===== src/rtl/wdt_pkg.sv =====
`default_nettype none
package wdt_pkg;
   localparam logic [11:0] WDT_CTRL_OFS = 12'h000;
   localparam logic [11:0] WDT_CLOCK_SPEED_CONTROL_OFS = 12'h004;
   localparam logic [11:0] WDT_IRQEN_OFS = 12'h008;
   localparam logic [11:0] WDT_IRQST_OFS = 12'h00c;
   localparam logic [11:0] WDT_IRQMSK_OFS = 12'h010;
   localparam int WDT_RESTART_BIT = 0;
   localparam int WDT_ARM_BIT = 1;
   localparam int WDT_CAUSE_BIT = 2;
   localparam int WDT_FLAG_BIT = 3;
   localparam int WDT_SEL_LO_BIT = 6;
   localparam int WDT_IEN_BIT = 4;
   localparam int WDT_GIEN_BIT = 7;
   localparam logic [1:0] WDT_SEL_RESET = 2'h0;
   localparam logic [7:0] WDT_CLOCK_SPEED_CONTROL_RESET = 8'h00;
   localparam logic [1:0] WDT_IRQ_RESET = 2'h0;
   // status bit 0: time-out event, bit 1: watchdog reset event
   localparam int WDT_EV_TIMEOUT = 0;
   localparam int WDT_EV_RESET = 1;
   localparam int WDT_GRACE_CYCLES = 512;
   localparam int WDT_CLKS_PER_MACHINE = 4;
   localparam int WDT_RST_HOLD_CYCLES = 2 * WDT_CLKS_PER_MACHINE;
   localparam int WDT_CNT_W = 26;
   typedef enum logic [2:0]
   {
      WDT_RUN = 3'b001,
      WDT_GRACE = 3'b010,
      WDT_HOLD = 3'b100
   } wdt_state_e;
endpackage
`default_nettype wire


===== src/rtl/wdt_timer_unit.sv =====
`default_nettype none
module wdt_timer_unit
#(
   parameter int unsigned INTERVAL0 = 131072,
   parameter int unsigned INTERVAL1 = 1048576,
   parameter int unsigned INTERVAL2 = 8388608,
   parameter int unsigned INTERVAL3 = 67108864
)
(
   input wire logic ref_clk,
   input wire logic rst,
   // high when the reset being applied is power-on or power-fail
   input wire logic powerReset,
   input wire logic timedAccessOk,
   input wire logic psel,
   input wire logic penable,
   input wire logic pwrite,
   input wire logic [11:0] paddr,
   input wire logic [31:0] pwdata,
   output logic [31:0] prdata,
   output logic pready,
   output logic pslverr,
   output logic sysResetReq,
   output logic wdogIrq,
   output logic irqOut
);
   import wdt_pkg::*;

   typedef struct packed
   {
      wdt_state_e state;
      logic [WDT_CNT_W-1:0] count;
      logic [9:0] grace;
      logic [3:0] hold;
      logic wdog_timeout_flag;
      logic wdog_reset_cause_flag;
      logic wdog_reset_arm;
      logic [7:0] clock_speed_control;
      logic wdogIen;
      logic global_irq_enable;
      logic [1:0] irqStat;
      logic [1:0] irqMask;
      logic [31:0] rdata;
      logic ready;
      logic slverr;
      logic sysRst;
      logic wIrq;
      logic irq;
   } wdt_s;

   wdt_s st_reg;
   wdt_s st_next;
   logic access;
   logic wr;
   logic prot;
   logic [1:0] sel;
   logic [WDT_CNT_W-1:0] limit;
   logic expire;
   logic restart;
   logic [1:0] events;

   ////////////////////////////////////////////////////////////////////////
   assign access = psel && penable && !st_reg.ready;
   assign wr = access && pwrite;
   assign prot = wr && timedAccessOk && (paddr == WDT_CTRL_OFS);
   assign restart = prot && pwdata[WDT_RESTART_BIT];
   assign sel = st_reg.clock_speed_control[WDT_SEL_LO_BIT+1:WDT_SEL_LO_BIT];

   always_comb
   begin
      unique case (sel)
         2'h0: limit = WDT_CNT_W'(INTERVAL0 - 1);
         2'h1: limit = WDT_CNT_W'(INTERVAL1 - 1);
         2'h2: limit = WDT_CNT_W'(INTERVAL2 - 1);
         2'h3: limit = WDT_CNT_W'(INTERVAL3 - 1);
      endcase
   end

   assign expire = (st_reg.count >= limit);

   ////////////////////////////////////////////////////////////////////////
   always_comb
   begin
      st_next = st_reg;
      events = 2'h0;
      st_next.sysRst = 1'b0;

      st_next.count = st_reg.count + 1'b1;
      if (expire)
      begin
         st_next.count = '0;
         st_next.wdog_timeout_flag = 1'b1;
         events[WDT_EV_TIMEOUT] = 1'b1;
      end

      unique case (st_reg.state)
         WDT_RUN:
         begin
            if (expire)
            begin
               st_next.state = WDT_GRACE;
               st_next.grace = '0;
            end
         end
         WDT_GRACE:
         begin
            st_next.grace = st_reg.grace + 1'b1;
            if (st_reg.grace == 10'(WDT_GRACE_CYCLES - 1))
            begin
               st_next.state = WDT_RUN;
               if (st_reg.wdog_reset_arm)
               begin
                  st_next.state = WDT_HOLD;
                  st_next.hold = '0;
                  st_next.sysRst = 1'b1;
                  st_next.wdog_reset_cause_flag = 1'b1;
                  events[WDT_EV_RESET] = 1'b1;
               end
            end
         end
         WDT_HOLD:
         begin
            st_next.hold = st_reg.hold + 1'b1;
            st_next.sysRst = (st_reg.hold != 4'(WDT_RST_HOLD_CYCLES - 1));
            if (!st_next.sysRst)
            begin
               st_next.state = WDT_RUN;
            end
            st_next.count = '0;
            st_next.wdog_timeout_flag = 1'b0;
         end
      endcase

      if (restart && st_reg.state != WDT_HOLD)
      begin
         st_next.count = '0;
         st_next.state = WDT_RUN;
      end

      // register access
      st_next.ready = access;
      st_next.slverr = 1'b0;
      st_next.rdata = '0;
      if (access)
      begin
         unique case (paddr)
            WDT_CTRL_OFS:
            begin
               st_next.rdata[WDT_FLAG_BIT] = st_reg.wdog_timeout_flag;
               st_next.rdata[WDT_CAUSE_BIT] = st_reg.wdog_reset_cause_flag;
               st_next.rdata[WDT_ARM_BIT] = st_reg.wdog_reset_arm;
               if (prot)
               begin
                  st_next.wdog_reset_arm = pwdata[WDT_ARM_BIT];
                  if (!pwdata[WDT_FLAG_BIT] && !events[WDT_EV_TIMEOUT])
                  begin
                     st_next.wdog_timeout_flag = 1'b0;
                  end
               end
               // cause flag is not protected; set wins over clear
               if (wr && !pwdata[WDT_CAUSE_BIT] && !events[WDT_EV_RESET])
               begin
                  st_next.wdog_reset_cause_flag = 1'b0;
               end
            end
            WDT_CLOCK_SPEED_CONTROL_OFS:
            begin
               st_next.rdata[7:0] = st_reg.clock_speed_control;
               if (wr)
               begin
                  st_next.clock_speed_control = pwdata[7:0];
               end
            end
            WDT_IRQEN_OFS:
            begin
               st_next.rdata[WDT_IEN_BIT] = st_reg.wdogIen;
               st_next.rdata[WDT_GIEN_BIT] = st_reg.global_irq_enable;
               if (wr)
               begin
                  st_next.wdogIen = pwdata[WDT_IEN_BIT];
                  st_next.global_irq_enable = pwdata[WDT_GIEN_BIT];
               end
            end
            WDT_IRQST_OFS:
            begin
               st_next.rdata[1:0] = st_reg.irqStat;
               if (wr)
               begin
                  st_next.irqStat = st_reg.irqStat & ~pwdata[1:0];
               end
            end
            WDT_IRQMSK_OFS:
            begin
               st_next.rdata[1:0] = st_reg.irqMask;
               if (wr)
               begin
                  st_next.irqMask = pwdata[1:0];
               end
            end
            default:
            begin
               st_next.slverr = 1'b1;
            end
         endcase
      end

      // sticky status, set wins over write-one-clear
      st_next.irqStat = st_next.irqStat | events;
      st_next.wIrq = st_next.wdog_timeout_flag && st_next.wdogIen
         && st_next.global_irq_enable;
      st_next.irq = |(st_next.irqStat & st_next.irqMask);
   end

   ////////////////////////////////////////////////////////////////////////
   always_ff @(posedge ref_clk)
   begin
      if (rst)
      begin
         st_reg <= st_next;
         st_reg.state <= WDT_RUN;
         st_reg.count <= '0;
         st_reg.grace <= '0;
         st_reg.hold <= '0;
         st_reg.sysRst <= 1'b0;
         st_reg.wIrq <= 1'b0;
         st_reg.ready <= 1'b0;
         st_reg.slverr <= 1'b0;
         st_reg.rdata <= '0;
         st_reg.wdog_timeout_flag <= 1'b0;
         st_reg.clock_speed_control <= WDT_CLOCK_SPEED_CONTROL_RESET;
         st_reg.wdogIen <= 1'b0;
         st_reg.global_irq_enable <= 1'b0;
         st_reg.irqStat <= WDT_IRQ_RESET;
         st_reg.irqMask <= WDT_IRQ_RESET;
         st_reg.irq <= 1'b0;
         if (powerReset)
         begin
            st_reg.wdog_reset_arm <= 1'b0;
            st_reg.wdog_reset_cause_flag <= 1'b0;
         end
         else
         begin
            st_reg.wdog_reset_arm <= st_reg.wdog_reset_arm;
            st_reg.wdog_reset_cause_flag <= st_reg.wdog_reset_cause_flag;
         end
      end
      else
      begin
         st_reg <= st_next;
      end
   end

   assign sysResetReq = st_reg.sysRst;
   assign wdogIrq = st_reg.wIrq;
   assign irqOut = st_reg.irq;
   assign prdata = st_reg.rdata;
   assign pready = st_reg.ready;
   assign pslverr = st_reg.slverr;
endmodule
`default_nettype wire


===== config.mk =====
export PLATFORM = sky130hd
export DESIGN_NAME = wdt_timer_unit
export DESIGN_NICKNAME = d
export VERILOG_FILES = /design/src/rtl/wdt_pkg.sv /design/src/rtl/wdt_timer_unit.sv
export SDC_FILE = /design/constraint.sdc
export NUM_CORES = 1
export LEC_CHECK = 0
export BUFFER_PORTS_ARGS = -buffer_cell sky130_fd_sc_hd__buf_4
export CAP_MARGIN = 20
export CORE_MARGIN = 1.5
export CORE_UTILIZATION = 53
export CTS_CLUSTER_SIZE = 8
export DETAILED_ROUTE_END_ITERATION = 16
export PLACE_DENSITY = 0.79
export SLEW_MARGIN = 30
export SYNTH_ARGS = -nofsm -noshare
export SYNTH_HDL_FRONTEND = slang
export SYNTH_SLANG_ARGS = --single-unit

===== constraint.sdc =====
create_clock -name ref_clk -period 2.7 [get_ports ref_clk]
set_clock_uncertainty 0.05 [all_clocks]
set_input_delay 0.54 -clock ref_clk [delete_from_list [all_inputs] [get_ports ref_clk]]
set_output_delay 0.54 -clock ref_clk [all_outputs]
set_load 0.005 [all_outputs]

# Word level (Yosys, flattened, before mapping)
# Index checks and enable logic that the tools add are counted.
totals:
  ff_bits: 97
  elab_cells: 129
classes:
  add_sub_neg: 3
  magnitude_cmp: 1
  eq_ne: 18
  muxes: 46
  n_bitwise: 6
  reduce_logical: 35
ops:
  columns: ["cell", "count"]
  rows:
  - ["one-hot mux 26 bit (4 select lines)", 1]
  - ["2-to-1 mux 53 bit", 1]
  - ["adder 26 x 1 -> 26 bit, second input constant", 1]
  - ["greater-or-equal comparator 26 bit", 1]
  - ["equality test 12 x 4 -> 1 bit, second input constant", 2]
  - ["2-to-1 mux 8 bit", 3]
  - ["one-hot mux 10 bit (2 select lines)", 1]
  - ["2-to-1 mux 17 bit", 1]
  - ["2-to-1 mux 2 bit", 8]
  - ["2-to-1 mux 1 bit", 15]
  - ["2-to-1 mux 3 bit", 5]
  - ["equality test 12 x 3 -> 1 bit, second input constant", 1]
  - ["equality test 12 x 5 -> 1 bit, second input constant", 1]
  - ["logical AND 1 bit", 12]
  - ["zero test 12 bit", 1]
  - ["adder 10 x 1 -> 10 bit, second input constant", 1]
  - ["equality test 10 x 9 -> 1 bit, second input constant", 1]
  - ["2-to-1 mux 10 bit", 1]
  - ["nonzero test 2 bit", 5]
  - ["one-hot mux 3 bit (3 select lines)", 1]
  - ["AND reduction 3 bit", 3]
  - ["2-to-1 mux 4 bit", 2]
  - ["inequality test 2 bit, second input constant", 4]
  - ["one-hot mux 4 bit (2 select lines)", 1]
  - ["25 further kinds", 36]

# Logic depth before layout (Yosys ltp)
# Gate-level depths: netlist (run 1).
depth:
  depth_word: 14
  mapped_depth: 9

# Least setup slack after synthesis (run 1)
# OpenSTA, ideal clock, no wires.
synth_timing:
  kind: "register to register"
  from: "register st_reg (netlist bit sel[1])"
  to: "register st_reg[64] in the netlist's numbering"
  arrival_ns: 2.060
  t_required_ns: 2.559
  slack_ns: 0.499
  path_stages_with_launch: 9
  path_buffers: 0
  cell_sequence: "dfxtp_1 -> nand2_1 -> ha_1 -> a211oi_1 -> nor2_1 -> a211o_1 -> o31ai_4 -> nand2_2 -> a311oi_1"
synth_via:
  elab_chain_cells: 5
  elab_cells_between_ends: 8
synth_rtl:
  columns: ["element", "line", "rtl"]
  rows:
  - ["from (decl)", "wdt_timer_unit.sv:51", "wdt_s st_reg;"]
  - ["from (signal assigned)", "wdt_timer_unit.sv:219", "st_reg <= st_next;"]
  - ["from (signal assigned)", "wdt_timer_unit.sv:249", "st_reg <= st_next;"]
  - ["equality test 2 bit (tied with other cells)", "wdt_timer_unit.sv:71", "unique case (sel)"]
  - ["one-hot mux 26 bit (4 select lines) (*)", "wdt_timer_unit.sv:71", null]
  - ["greater-or-equal comparator 26 bit (*)", "wdt_timer_unit.sv:79", "assign expire = (st_reg.count >= limit);"]
  - ["inequality test 2 bit (no line) (*)", null, null]
  - ["AND reduction 2 bit (no line) (*)", null, null]
# Mark *: on every way between the ends. The rest lies on a longest branch, timed or not. The select of a mux whose other input is x is not followed.
# A chain may end at the register's enable or synchronous reset.

# Final worst setup path (run 1)
layout_timing:
  from: "register st_reg (netlist bit sel[0])"
  to: "register st_reg[82] in the netlist's numbering"
layout_via:
  elab_chain_cells: 4
  elab_cells_between_ends: 7
layout_rtl:
  columns: ["element", "line"]
  rows:
  - ["equality test 2 bit (tied with other cells)", "wdt_timer_unit.sv:71"]
  - ["one-hot mux 26 bit (4 select lines) (*)", "wdt_timer_unit.sv:71"]
  - ["greater-or-equal comparator 26 bit (*)", "wdt_timer_unit.sv:79"]
  - ["OR reduction 4 bit (no line) (*)", null]
# Marked as above.

==> flow_metrics.env, run 1 <==
export IMPL_std_cell_rows=30
export IMPL_worst_pin_slew_ns=0.557
export IMPL_pin_count=88
export IMPL_vias_per_cell=5.42
export IMPL_cts_tree="yes"
export IMPL_clock_sinks=73
export IMPL_hold_path_class="in -> reg"
export IMPL_cpPeakStageDelay_ns=0.39
export IMPL_post_cts_hold_buffer_count=0
export IMPL_post_synth_and_or_nand_nor_area_fraction_pct=26.6
export IMPL_finalMaxSlewViolations=0
export IMPL_number_of_synthesized_flops_with_an_enable_pin=2
export IMPL_clockPowerShare_pct=44.2
export IMPL_grt_total_usage_pct=19.1
export IMPL_power_density_cell_area_mw_per_mm2=533
export IMPL_synth_top_area_share_pct=39.0
export IMPL_vdd_ir_drop_max_mv=0.254
export IMPL_synth_most_common_cell="dfxtp_1"
export IMPL_die_area_sq_mm=0.00738
export IMPL_groute_layer_met3_usage_pct=4.81
export IMPL_grt_overflow_total=0
export IMPL_post_drt_wl_per_cell_microns=12.9
export IMPL_largest_register_ff_count=58
export IMPL_rsz0062_at_grt="false"
export IMPL_clk_transition_reported_paths_ns=0.08
export IMPL_number_of_failing_hold_endpoints_at_the_final_stage=0
export IMPL_layout_nets=517
export IMPL_cts_buffers_inserted=9
export IMPL_setup_total_negative_slack_ns=0
export IMPL_detailedPlacementHpwl_microns=4800
export IMPL_period_share_pct=92.3
export IMPL_synthToLayoutAreaGrowth_pct=11.2
export IMPL_worstSetupEndpointType="flop"
export IMPL_ctsHtreeMaxLevel=3
export IMPL_worstReg2RegStart="sel[0]"
export IMPL_route_final_wire_length_microns=6930
export IMPL_initial_utilization_pct=54.2
export IMPL_synth_compound_area_share_pct=9.93
export IMPL_power_report_internal_total_uw=1670
export IMPL_synth_top_area_cell="dfxtp_1"
export IMPL_status="complete, no violations"
export IMPL_final_setup_viol_count=0
export IMPL_pwr_share_seq_pct=50.9
export IMPL_fill_cells=594
export IMPL_holdCritStartpoint="pwdata[5]"
export IMPL_final_layout_size_suffix_gt1_share_pct=15.7
export IMPL_start_kind="flop"
export IMPL_ys_ff_latch=73
export IMPL_routed_via_count=2919
export IMPL_drc=0
export IMPL_design_core_area_sq_mm=0.00672
export IMPL_synth_ff_type="dfxtp_1"
export IMPL_antenna_found_initial=0
export IMPL_timing_final_crit_period_ns=2.49
export IMPL_max_cap_viol_count=0
export IMPL_timing_critical_path_cells="nand2_1, ha_1, a211oi_1, nor2_1, a211o_1, nor3_4, nand3_4, nor2_1"
export IMPL_yosys_warnings=0
export IMPL_ys_seq_area_share_pct=40.7
export IMPL_ctsRootBufferMaster="clkbuf_8"
export IMPL_post_synth_main_area_contributors="dfxtp_1 (39%), buf_4 (6.8%), nor2_1 (5.8%)"
export IMPL_total_switching_power_uw=485
export IMPL_worstPathRequired_ns=2.93
export IMPL_hold_ws_ns=0.396
export IMPL_clock_path_buffers=2
export IMPL_swShare_pct=22.5
export IMPL_netlist_top_cells_count="dfxtp_1 (71), nor2_1 (56), nand2_1 (47)"
export IMPL_globalRouteMet2Util_pct=31.9
export IMPL_ys_async_sr_fraction_pct=0
export IMPL_worstPathArrival_ns=2.72
export IMPL_critPathMostFrequentCell="nor2_1"
export IMPL_maximum_number_of_pins_on_one_net_before_global_route_repair=37
export IMPL_synth_fa_ha_area_share_pct=4.12
export IMPL_yosys_mux_area_fraction_pct=2.51
export IMPL_drt_initial_drc_count=123
export IMPL_combinational_share_of_power_pct=4.9
export IMPL_n_antenna_cell=0
export IMPL_met1_usage_pct=23.3
export IMPL_gp_routability_congestion=0.775
export IMPL_first_global_vias=2591
export IMPL_io_buffer_count=39
export IMPL_synth_top_family_by_area="simple AND/OR/NAND/NOR gates"
export IMPL_die_w_microns=85.9
export IMPL_clock_latency_ns=0.35
export IMPL_crit_path_top_delay_cell="dfxtp_1"
export IMPL_netlist_area_sq_mm=0.00364
export IMPL_global_route_wire_length_before_repair_microns=11200
export IMPL_critical_path_max_fanout=26
export IMPL_gr_max_usage_layer="met2"
export IMPL_floorplan_die_height_microns=85.9
export IMPL_drt_pass1_iterations=4
export IMPL_leakage_uw=0.00161
export IMPL_achievable_frequency_ghz=0.401
export IMPL_ant_nets=0
export IMPL_synthesis_instances=425
export IMPL_relSlewSlack_pct=62.5
export IMPL_setup_worst_path_start="sel[0]"
export IMPL_post_synth_num_cell_types=54
export IMPL_post_synthesis_xor_xnor_area_fraction_pct=6.49
export IMPL_path_class="reg -> reg"
export IMPL_syn_area_per_cell_sq_um=8.57
==> power by group through the flow <==
stage,Combinational (uW),Sequential [uW],Clock [uW]
floorplan,86.9,1120,0
global placement,103,1120,0
detailed placement,104,1120,0
CTS,105,1100,960
global route,118,1100,1010
finish,105,1100,953
==> kinds of logic (layout without fill, tap and decap cells) <==
| group | Yosys count | count (layout) |
|---|---|---|
| and+or+nand+nor | 191 | 191 |
| DFF | 73 | 73 |
| AOI/OAI and AO/OA | 58 | 58 |
| buffers and inverters | 54 | 65 |
| xor gates and xnor gates | 27 | 27 |
| adders and majority gates | 12 | 12 |
| muxes | 9 | 9 |
| other | 1 | 24 |
==> path summary, 6_finish.rpt <==
kind,end,slack [ns],depth (start not counted)
worst max-delay path,st_reg[82],0.21,8
worst min-delay path,st_reg[48],0.40,3
worst max register to register,st_reg[82],0.21,8
worst min register to register,st_reg[43],0.41,2
==> per-stage QoR <==
stage	total power (uW)	instance area, sq um	utilization [%]	cells	setup slack [ns]
floorplan	1210	3730	-	448	0.499
global placement	1230	3810	56.7	521	0.254
detailed placement	1230	3810	56.7	521	0.165
CTS	2160	4030	60.0	537	0.109
global route	2230	4050	60.3	539	0.0271
finish	2160	4050	60.3	539	0.208
==> worst max-delay path: cells and delay by family (launching register included) <==
family / cells / cell delay [ns]
compound gates: 2 / 0.58
fa+ha+maj: 1 / 0.31
flops: 1 / 0.39
simple gates: 5 / 1.07
==> cells in the final DEF, fill, tap and decap left out, types with 9 or more instances in the layout <==
| cell | instances |
|---|---|
| ha_1 | 12 |
| a21oi_1 | 27 |
| nor3_1 | 13 |
| conb_1 | 24 |
| xor2_1 | 18 |
| nand4_1 | 10 |
| xnor2_1 | 9 |
| dfxtp_1 | 70 |
| nor2_1 | 56 |
| buf_4 | 43 |
| nand3_1 | 23 |
| nand2_1 | 47 |
| clkbuf_8 | 11 |
==> timing repair <==
item                                    in CTS  in global routing
endpoints found under the setup margin       0                 15
resized for setup                            0                  1
buffers inserted                             0                  2
==> routing by layer <==
metal	up-vias	share of wire, %
met5	-	0
met2	79	49
met1	1365	45
li1	1467	-
met3	8	4.7
met4	0	1.2
==> layout make-up <==
cell class	instances	area [sq um]	share of cell area, %
timing repair buffer	43	323	7.97
tap	80	100	2.47
multi-input combinational	321	1900	46.8
clock buffer	13	180	4.45
clock inverter	3	43.8	1.08
sequential	73	1480	36.6
inverter	6	22.5	0.556
No activity file was read; power rests on OpenSTA's default activity.
==> inputs of run 2 (changes only) <==
REMOVE_ABC_BUFFERS = 1   (was default)
==> run 2 against run 1 <==
Against the previous run:
- non-clock buffer count rose by 2
- highest routed layer unchanged
- global-route usage barely moved
- core utilization fell by 0.20 points
- largest cell class unchanged
==> flow_metrics.env, run 2 (synthesized netlist as in run 1, its figures left out) <==
export IMPL_cts_tree="yes"
export IMPL_layout_cells_most_common_list="dfxtp_1 (71), nor2_1 (56), nand2_1 (47)"
export IMPL_maximum_number_of_pins_on_one_net_before_global_route_repair=37
export IMPL_leakage_uw=0.00160
export IMPL_routed_via_count=2894
export IMPL_io_buffer_count=39
export IMPL_worst_pin_slew_ns=0.516
export IMPL_post_drt_wl_per_cell_microns=12.9
export IMPL_worstPathArrival_ns=2.67
export IMPL_timing_critical_path_cells="nand2_1, ha_1, a211oi_1, nor2_1, a211o_1, o31ai_4, nand2_2, a311oi_1"
export IMPL_path_class="reg -> reg"
export IMPL_final_layout_size_suffix_gt1_share_pct=15.6
export IMPL_number_of_failing_hold_endpoints_at_the_final_stage=0
export IMPL_final_setup_viol_count=0
export IMPL_global_route_wire_length_before_repair_microns=11400
export IMPL_antenna_found_initial=0
export IMPL_pre_cts_ws_ns=0.219
export IMPL_min_delay_path_depth=2
export IMPL_report_power_total_uw=1940
export IMPL_design_core_area_sq_mm=0.00672
export IMPL_seqCellArea_sq_mm=0.00148
export IMPL_clock_sinks=73
export IMPL_worstSetupEndpointType="flop"
export IMPL_timing_hold_worst_endpoint="st_reg[48]"
export IMPL_cpPeakStageDelay_ns=0.42
export IMPL_power_density_cell_area_mw_per_mm2=480
export IMPL_ant_nets=0
export IMPL_worst_r2r_setup_slack_ns=0.22
export IMPL_crit_path_top_delay_cell="dfxtp_1"
export IMPL_grt_overflow_total=0
export IMPL_die_area_sq_mm=0.00738
export IMPL_floorplan_die_height_microns=85.9
export IMPL_worstPathRequired_ns=2.89
export IMPL_fill_cells=591
export IMPL_timing_final_crit_period_ns=2.48
export IMPL_setup_total_negative_slack_ns=0
export IMPL_clock_path_buffers=2
export IMPL_gp_routability_congestion=0.795
export IMPL_layout_commonest_cell="dfxtp_1"
export IMPL_hold_path_class="reg -> reg"
export IMPL_n_antenna_cell=0
export IMPL_initial_utilization_pct=54.2
export IMPL_worstReg2RegStart="sel[1]"
export IMPL_place_detailed_instances=524
export IMPL_drc=0
export IMPL_period_share_pct=91.9
export IMPL_ctsRootBufferMaster="clkbuf_8"
export IMPL_crit_reg2reg_capture="st_reg[64]"
export IMPL_area_of_the_multi_input_gates_sq_mm=0.00191
export IMPL_route_final_wire_length_microns=6990
export IMPL_drt_pass1_iterations=4
export IMPL_max_cap_viol_count=0
export IMPL_layout_nets=520
export IMPL_detailedPlacementHpwl_microns=4950
export IMPL_grt_total_usage_pct=19.1
export IMPL_number_of_standard_cells_in_the_final_layout_excluding_fillers=542
export IMPL_ctsHtreeMaxLevel=3
export IMPL_final_critical_path_setup_slack_ns=0.220
export IMPL_finalMaxSlewViolations=0
export IMPL_worstRegToRegCells=8
export IMPL_synthToLayoutAreaGrowth_pct=10.8
export IMPL_final_area_sq_mm=0.00404
export IMPL_die_w_microns=85.9
export IMPL_critical_path_max_fanout=5
export IMPL_start_kind="flop"
export IMPL_cts_buffers_inserted=9
export IMPL_status="complete, no violations"
export IMPL_vias_per_cell=5.34
export IMPL_achievable_frequency_ghz=0.403
export IMPL_std_cell_rows=30
export IMPL_largest_register_ff_count=58
export IMPL_clock_latency_ns=0.34
export IMPL_pin_count=88
export IMPL_clk_transition_reported_paths_ns=0.07
export IMPL_first_global_vias=2670
export IMPL_vdd_ir_drop_max_mv=0.246
export IMPL_holdCritStartpoint="st_reg[48]"
export IMPL_drt_initial_drc_count=86
export IMPL_dpl_cell_area_sq_mm=0.00383
export IMPL_relSlewSlack_pct=65.3
==> run 2: final cells by class <==
class	count	share of cell area, %
multi-input cells	322	47.4
flip-flops and latches	73	36.7
repair buffers	45	8.68
clock buffers	13	3.69
well taps	80	2.48
inverters	6	0.558
clock inverters	3	0.434
==> run 2: repair_timing <==
item	in CTS	in global routing
resized for setup	0	1
setup buffers	0	1
hold buffers	0	0
endpoints found under the setup margin	0	28
==> run 2: critical path, delay by kind of cell, from the launching register on <==
kind / cells / cell delay (ns)
AND/OR/NAND/NOR: 3 / 0.39
adder cells (fa/ha/maj): 1 / 0.32
flip-flops: 1 / 0.42
AO/OA/AOI/OAI: 4 / 1.21
==> run 2: power breakdown <==
| part | leakage [uW] | switching, uW | internal, uW |
|---|---|---|---|
| clock network | 0.0000834 | 373 | 357 |
| logic | 0.000924 | 60.8 | 46.4 |
| registers | 0.000593 | 7.73 | 1090 |
| total | 0.00160 | 441 | 1490 |
==> run 2: how the worst max path moves through the flow <==
| stage | start | end |
|---|---|---|
| 2_1_floorplan | sel[1] | st_reg[64] |
| 3_3_place_gp | sel[1] | st_reg[73] |
| 3_5_place_dp | sel[1] | st_reg[72] |
| 4_1_cts | sel[1] | st_reg[72] |
| 5_1_grt | sel[1] | st_reg[64] |
| 6_report | sel[1] | st_reg[64] |
==> run 2: per-layer routing <==
metal  GRT usage [%]  wire length (microns)  vias to the layer above
met1            22.2                   3080                     1329
met5               0                      0                        -
met2            33.1                   3500                       73
li1                -                      -                     1479
met3            3.95                    293                       13
met4            9.97                    119                        0
==> run 2: through the flow <==
| stage | hold slack (ns) | utilization (%) |
|---|---|---|
| after global placement | 0.386 | 57.0 |
| after detailed placement | 0.395 | 57.0 |
| after global routing | 0.413 | 60.1 |
| after CTS | 0.405 | 59.5 |
| final | 0.405 | 60.1 |
| after floorplan | 0.371 | - |
==> inputs of run 3 (changes only) <==
CORE_UTILIZATION = 36   (was 53)
PLACE_DENSITY = default   (was 0.79)
==> run 3 against run 2 <==
Against the previous run:
- first-iteration DRC count grew 8.1%
- clock power increased by 3.3%
- hold slack worse by 0.0020 ns
- largest cell class unchanged
- highest routed layer unchanged
- global-route usage shrank 5.5 points
==> flow_metrics.env, run 3 (synthesized netlist as in run 1, its figures left out) <==
export IMPL_status="complete, no violations"
export IMPL_cpLargestDelayFamily="simple AND/OR/NAND/NOR gates"
export IMPL_antenna_found_initial=0
export IMPL_timing_final_crit_period_ns=2.54
export IMPL_cts_setup_buffers=0
export IMPL_worstPathRequired_ns=2.92
export IMPL_drt_pass1_iterations=4
export IMPL_finalMaxSlewViolations=0
export IMPL_grt_overflow_total=0
export IMPL_crit_path_top_delay_cell="nor3_4"
export IMPL_critPathMostFrequentCell="nor2_1"
export IMPL_layout_cells_most_common_list="dfxtp_1 (70), nor2_1 (56), nand2_1 (47)"
export IMPL_clk_transition_reported_paths_ns=0.07
export IMPL_initial_utilization_pct=37.3
export IMPL_cts_buffers_inserted=9
export IMPL_die_area_sq_mm=0.0107
export IMPL_vias_per_cell=4.82
export IMPL_dpl_cell_area_sq_mm=0.00390
export IMPL_synthToLayoutAreaGrowth_pct=12.2
export IMPL_number_of_failing_hold_endpoints_at_the_final_stage=0
export IMPL_cpPeakStageDelay_ns=0.42
export IMPL_gp_routability_congestion=0.831
export IMPL_hold_path_class="reg -> reg"
export IMPL_holdCritStartpoint="st_reg[45]"
export IMPL_hold_ws_ns=0.403
export IMPL_relSlewSlack_pct=63.5
export IMPL_leakage_uw=0.00159
export IMPL_pwr_share_seq_pct=56.1
export IMPL_ctsHtreeMaxLevel=3
export IMPL_post_cts_hold_buffer_count=0
export IMPL_floorplan_die_height_microns=104
export IMPL_detailedPlacementHpwl_microns=5030
export IMPL_swShare_pct=24.9
export IMPL_path_class="reg -> reg"
export IMPL_drc=0
export IMPL_clock_path_buffers=2
export IMPL_setup_worst_path_start="sel[0]"
export IMPL_setup_total_negative_slack_ns=0
export IMPL_grt_total_usage_pct=13.6
export IMPL_route_final_wire_length_microns=7210
export IMPL_fill_cells=983
export IMPL_final_critical_path_setup_slack_ns=0.162
export IMPL_total_switching_power_uw=488
export IMPL_vdd_ir_drop_max_mv=0.196
export IMPL_area_of_the_multi_input_gates_sq_mm=0.00191
export IMPL_pin_count=88
export IMPL_post_drt_wl_per_cell_microns=12.1
export IMPL_timing_critical_path_cells="nand2_1, ha_1, a211oi_1, nor2_1, a211o_1, nor3_4, nand3_4, nor2_1"
export IMPL_final_area_sq_mm=0.00409
export IMPL_die_w_microns=104
export IMPL_drt_initial_drc_count=93
export IMPL_achievable_frequency_ghz=0.394
export IMPL_report_power_total_uw=1960
export IMPL_final_layout_size_suffix_gt1_share_pct=16.1
export IMPL_routed_via_count=2866
export IMPL_seqCellArea_sq_mm=0.00148
export IMPL_n_antenna_cell=0
export IMPL_critical_path_max_fanout=13
export IMPL_period_share_pct=94.0
export IMPL_maximum_number_of_pins_on_one_net_before_global_route_repair=37
export IMPL_clock_sinks=73
export IMPL_ant_nets=0
export IMPL_max_cap_viol_count=0
export IMPL_clock_latency_ns=0.35
export IMPL_worstReg2RegStart="sel[0]"
export IMPL_power_density_cell_area_mw_per_mm2=480
export IMPL_worstSetupEndpointType="flop"
export IMPL_io_buffer_count=39
export IMPL_pre_cts_ws_ns=0.174
export IMPL_crit_buf_inv=0
export IMPL_global_route_wire_length_before_repair_microns=12100
export IMPL_layout_nets=519
export IMPL_final_setup_viol_count=0
export IMPL_combinational_share_of_power_pct=5.5
export IMPL_largest_register_ff_count=58
export IMPL_start_kind="flop"
export IMPL_ctsRootBufferMaster="clkbuf_8"
export IMPL_power_report_internal_total_uw=1470
export IMPL_layout_commonest_cell="dfxtp_1"
export IMPL_worst_pin_slew_ns=0.543
export IMPL_worstPathArrival_ns=2.75
export IMPL_first_global_vias=2711
export IMPL_cts_tree="yes"
export IMPL_design_core_area_sq_mm=0.00977
export IMPL_clockPowerShare_pct=38.4
export IMPL_std_cell_rows=36
export IMPL_rsz0062_at_grt="false"
## run 3: power groups by stage
stage                     Sequential, uW  Clock, uW  Combinational [uW]
after floorplan                     1120          0                46.3
after global placement              1120          0                 105
after detailed placement            1120          0                 107
after CTS                           1100        780                 107
after global routing                1100        834                 120
final                               1100        753                 108
## run 3: metal layers
layer / global-route usage, % / wire [microns] / vias up / share of wire [%]
li1: - / - / 1474 / -
met1: 16.8 / 3500 / 1333 / 49
met2: 22.2 / 3350 / 53 / 46
met3: 4.53 / 295 / 6 / 4.1
met4: 4.46 / 63 / 0 / 0.87
met5: 0 / 0 / - / 0
## run 3: worst paths after layout
kind,cells past startpoint,slack (ns),end
max,8,0.16,st_reg[70]
min,2,0.40,st_reg[45]
max reg2reg,8,0.16,st_reg[70]
min reg2reg,2,0.40,st_reg[45]
## run 3: area by class of cell
type                    instances  share of cell area (%)
multi-input cells             322                    46.8
flip-flops and latches         73                    36.3
inverters                       6                   0.551
clock buffers                  10                    3.12
clock inverters                 6                    1.04
well taps                     133                    4.07
repair buffers                 44                    8.08
## run 3: what timing repair did
action,4_1_cts,5_1_grt
setup endpoints to repair,0,19
gates resized for setup,0,2
endpoints found under the hold margin,0,0
## run 3: tightest hold or removal path: stages (launching register included)
cell and delay [ns]:
dfxtp_1 0.31, nand2_1 0.05, a21oi_1 0.05
## run 3: through the flow
stage | util (%) | instances
after detailed placement | 39.9 | 577
after floorplan | - | 400
after global placement | 39.9 | 577
final | 41.8 | 594
after global routing | 41.8 | 594
after CTS | 41.6 | 593
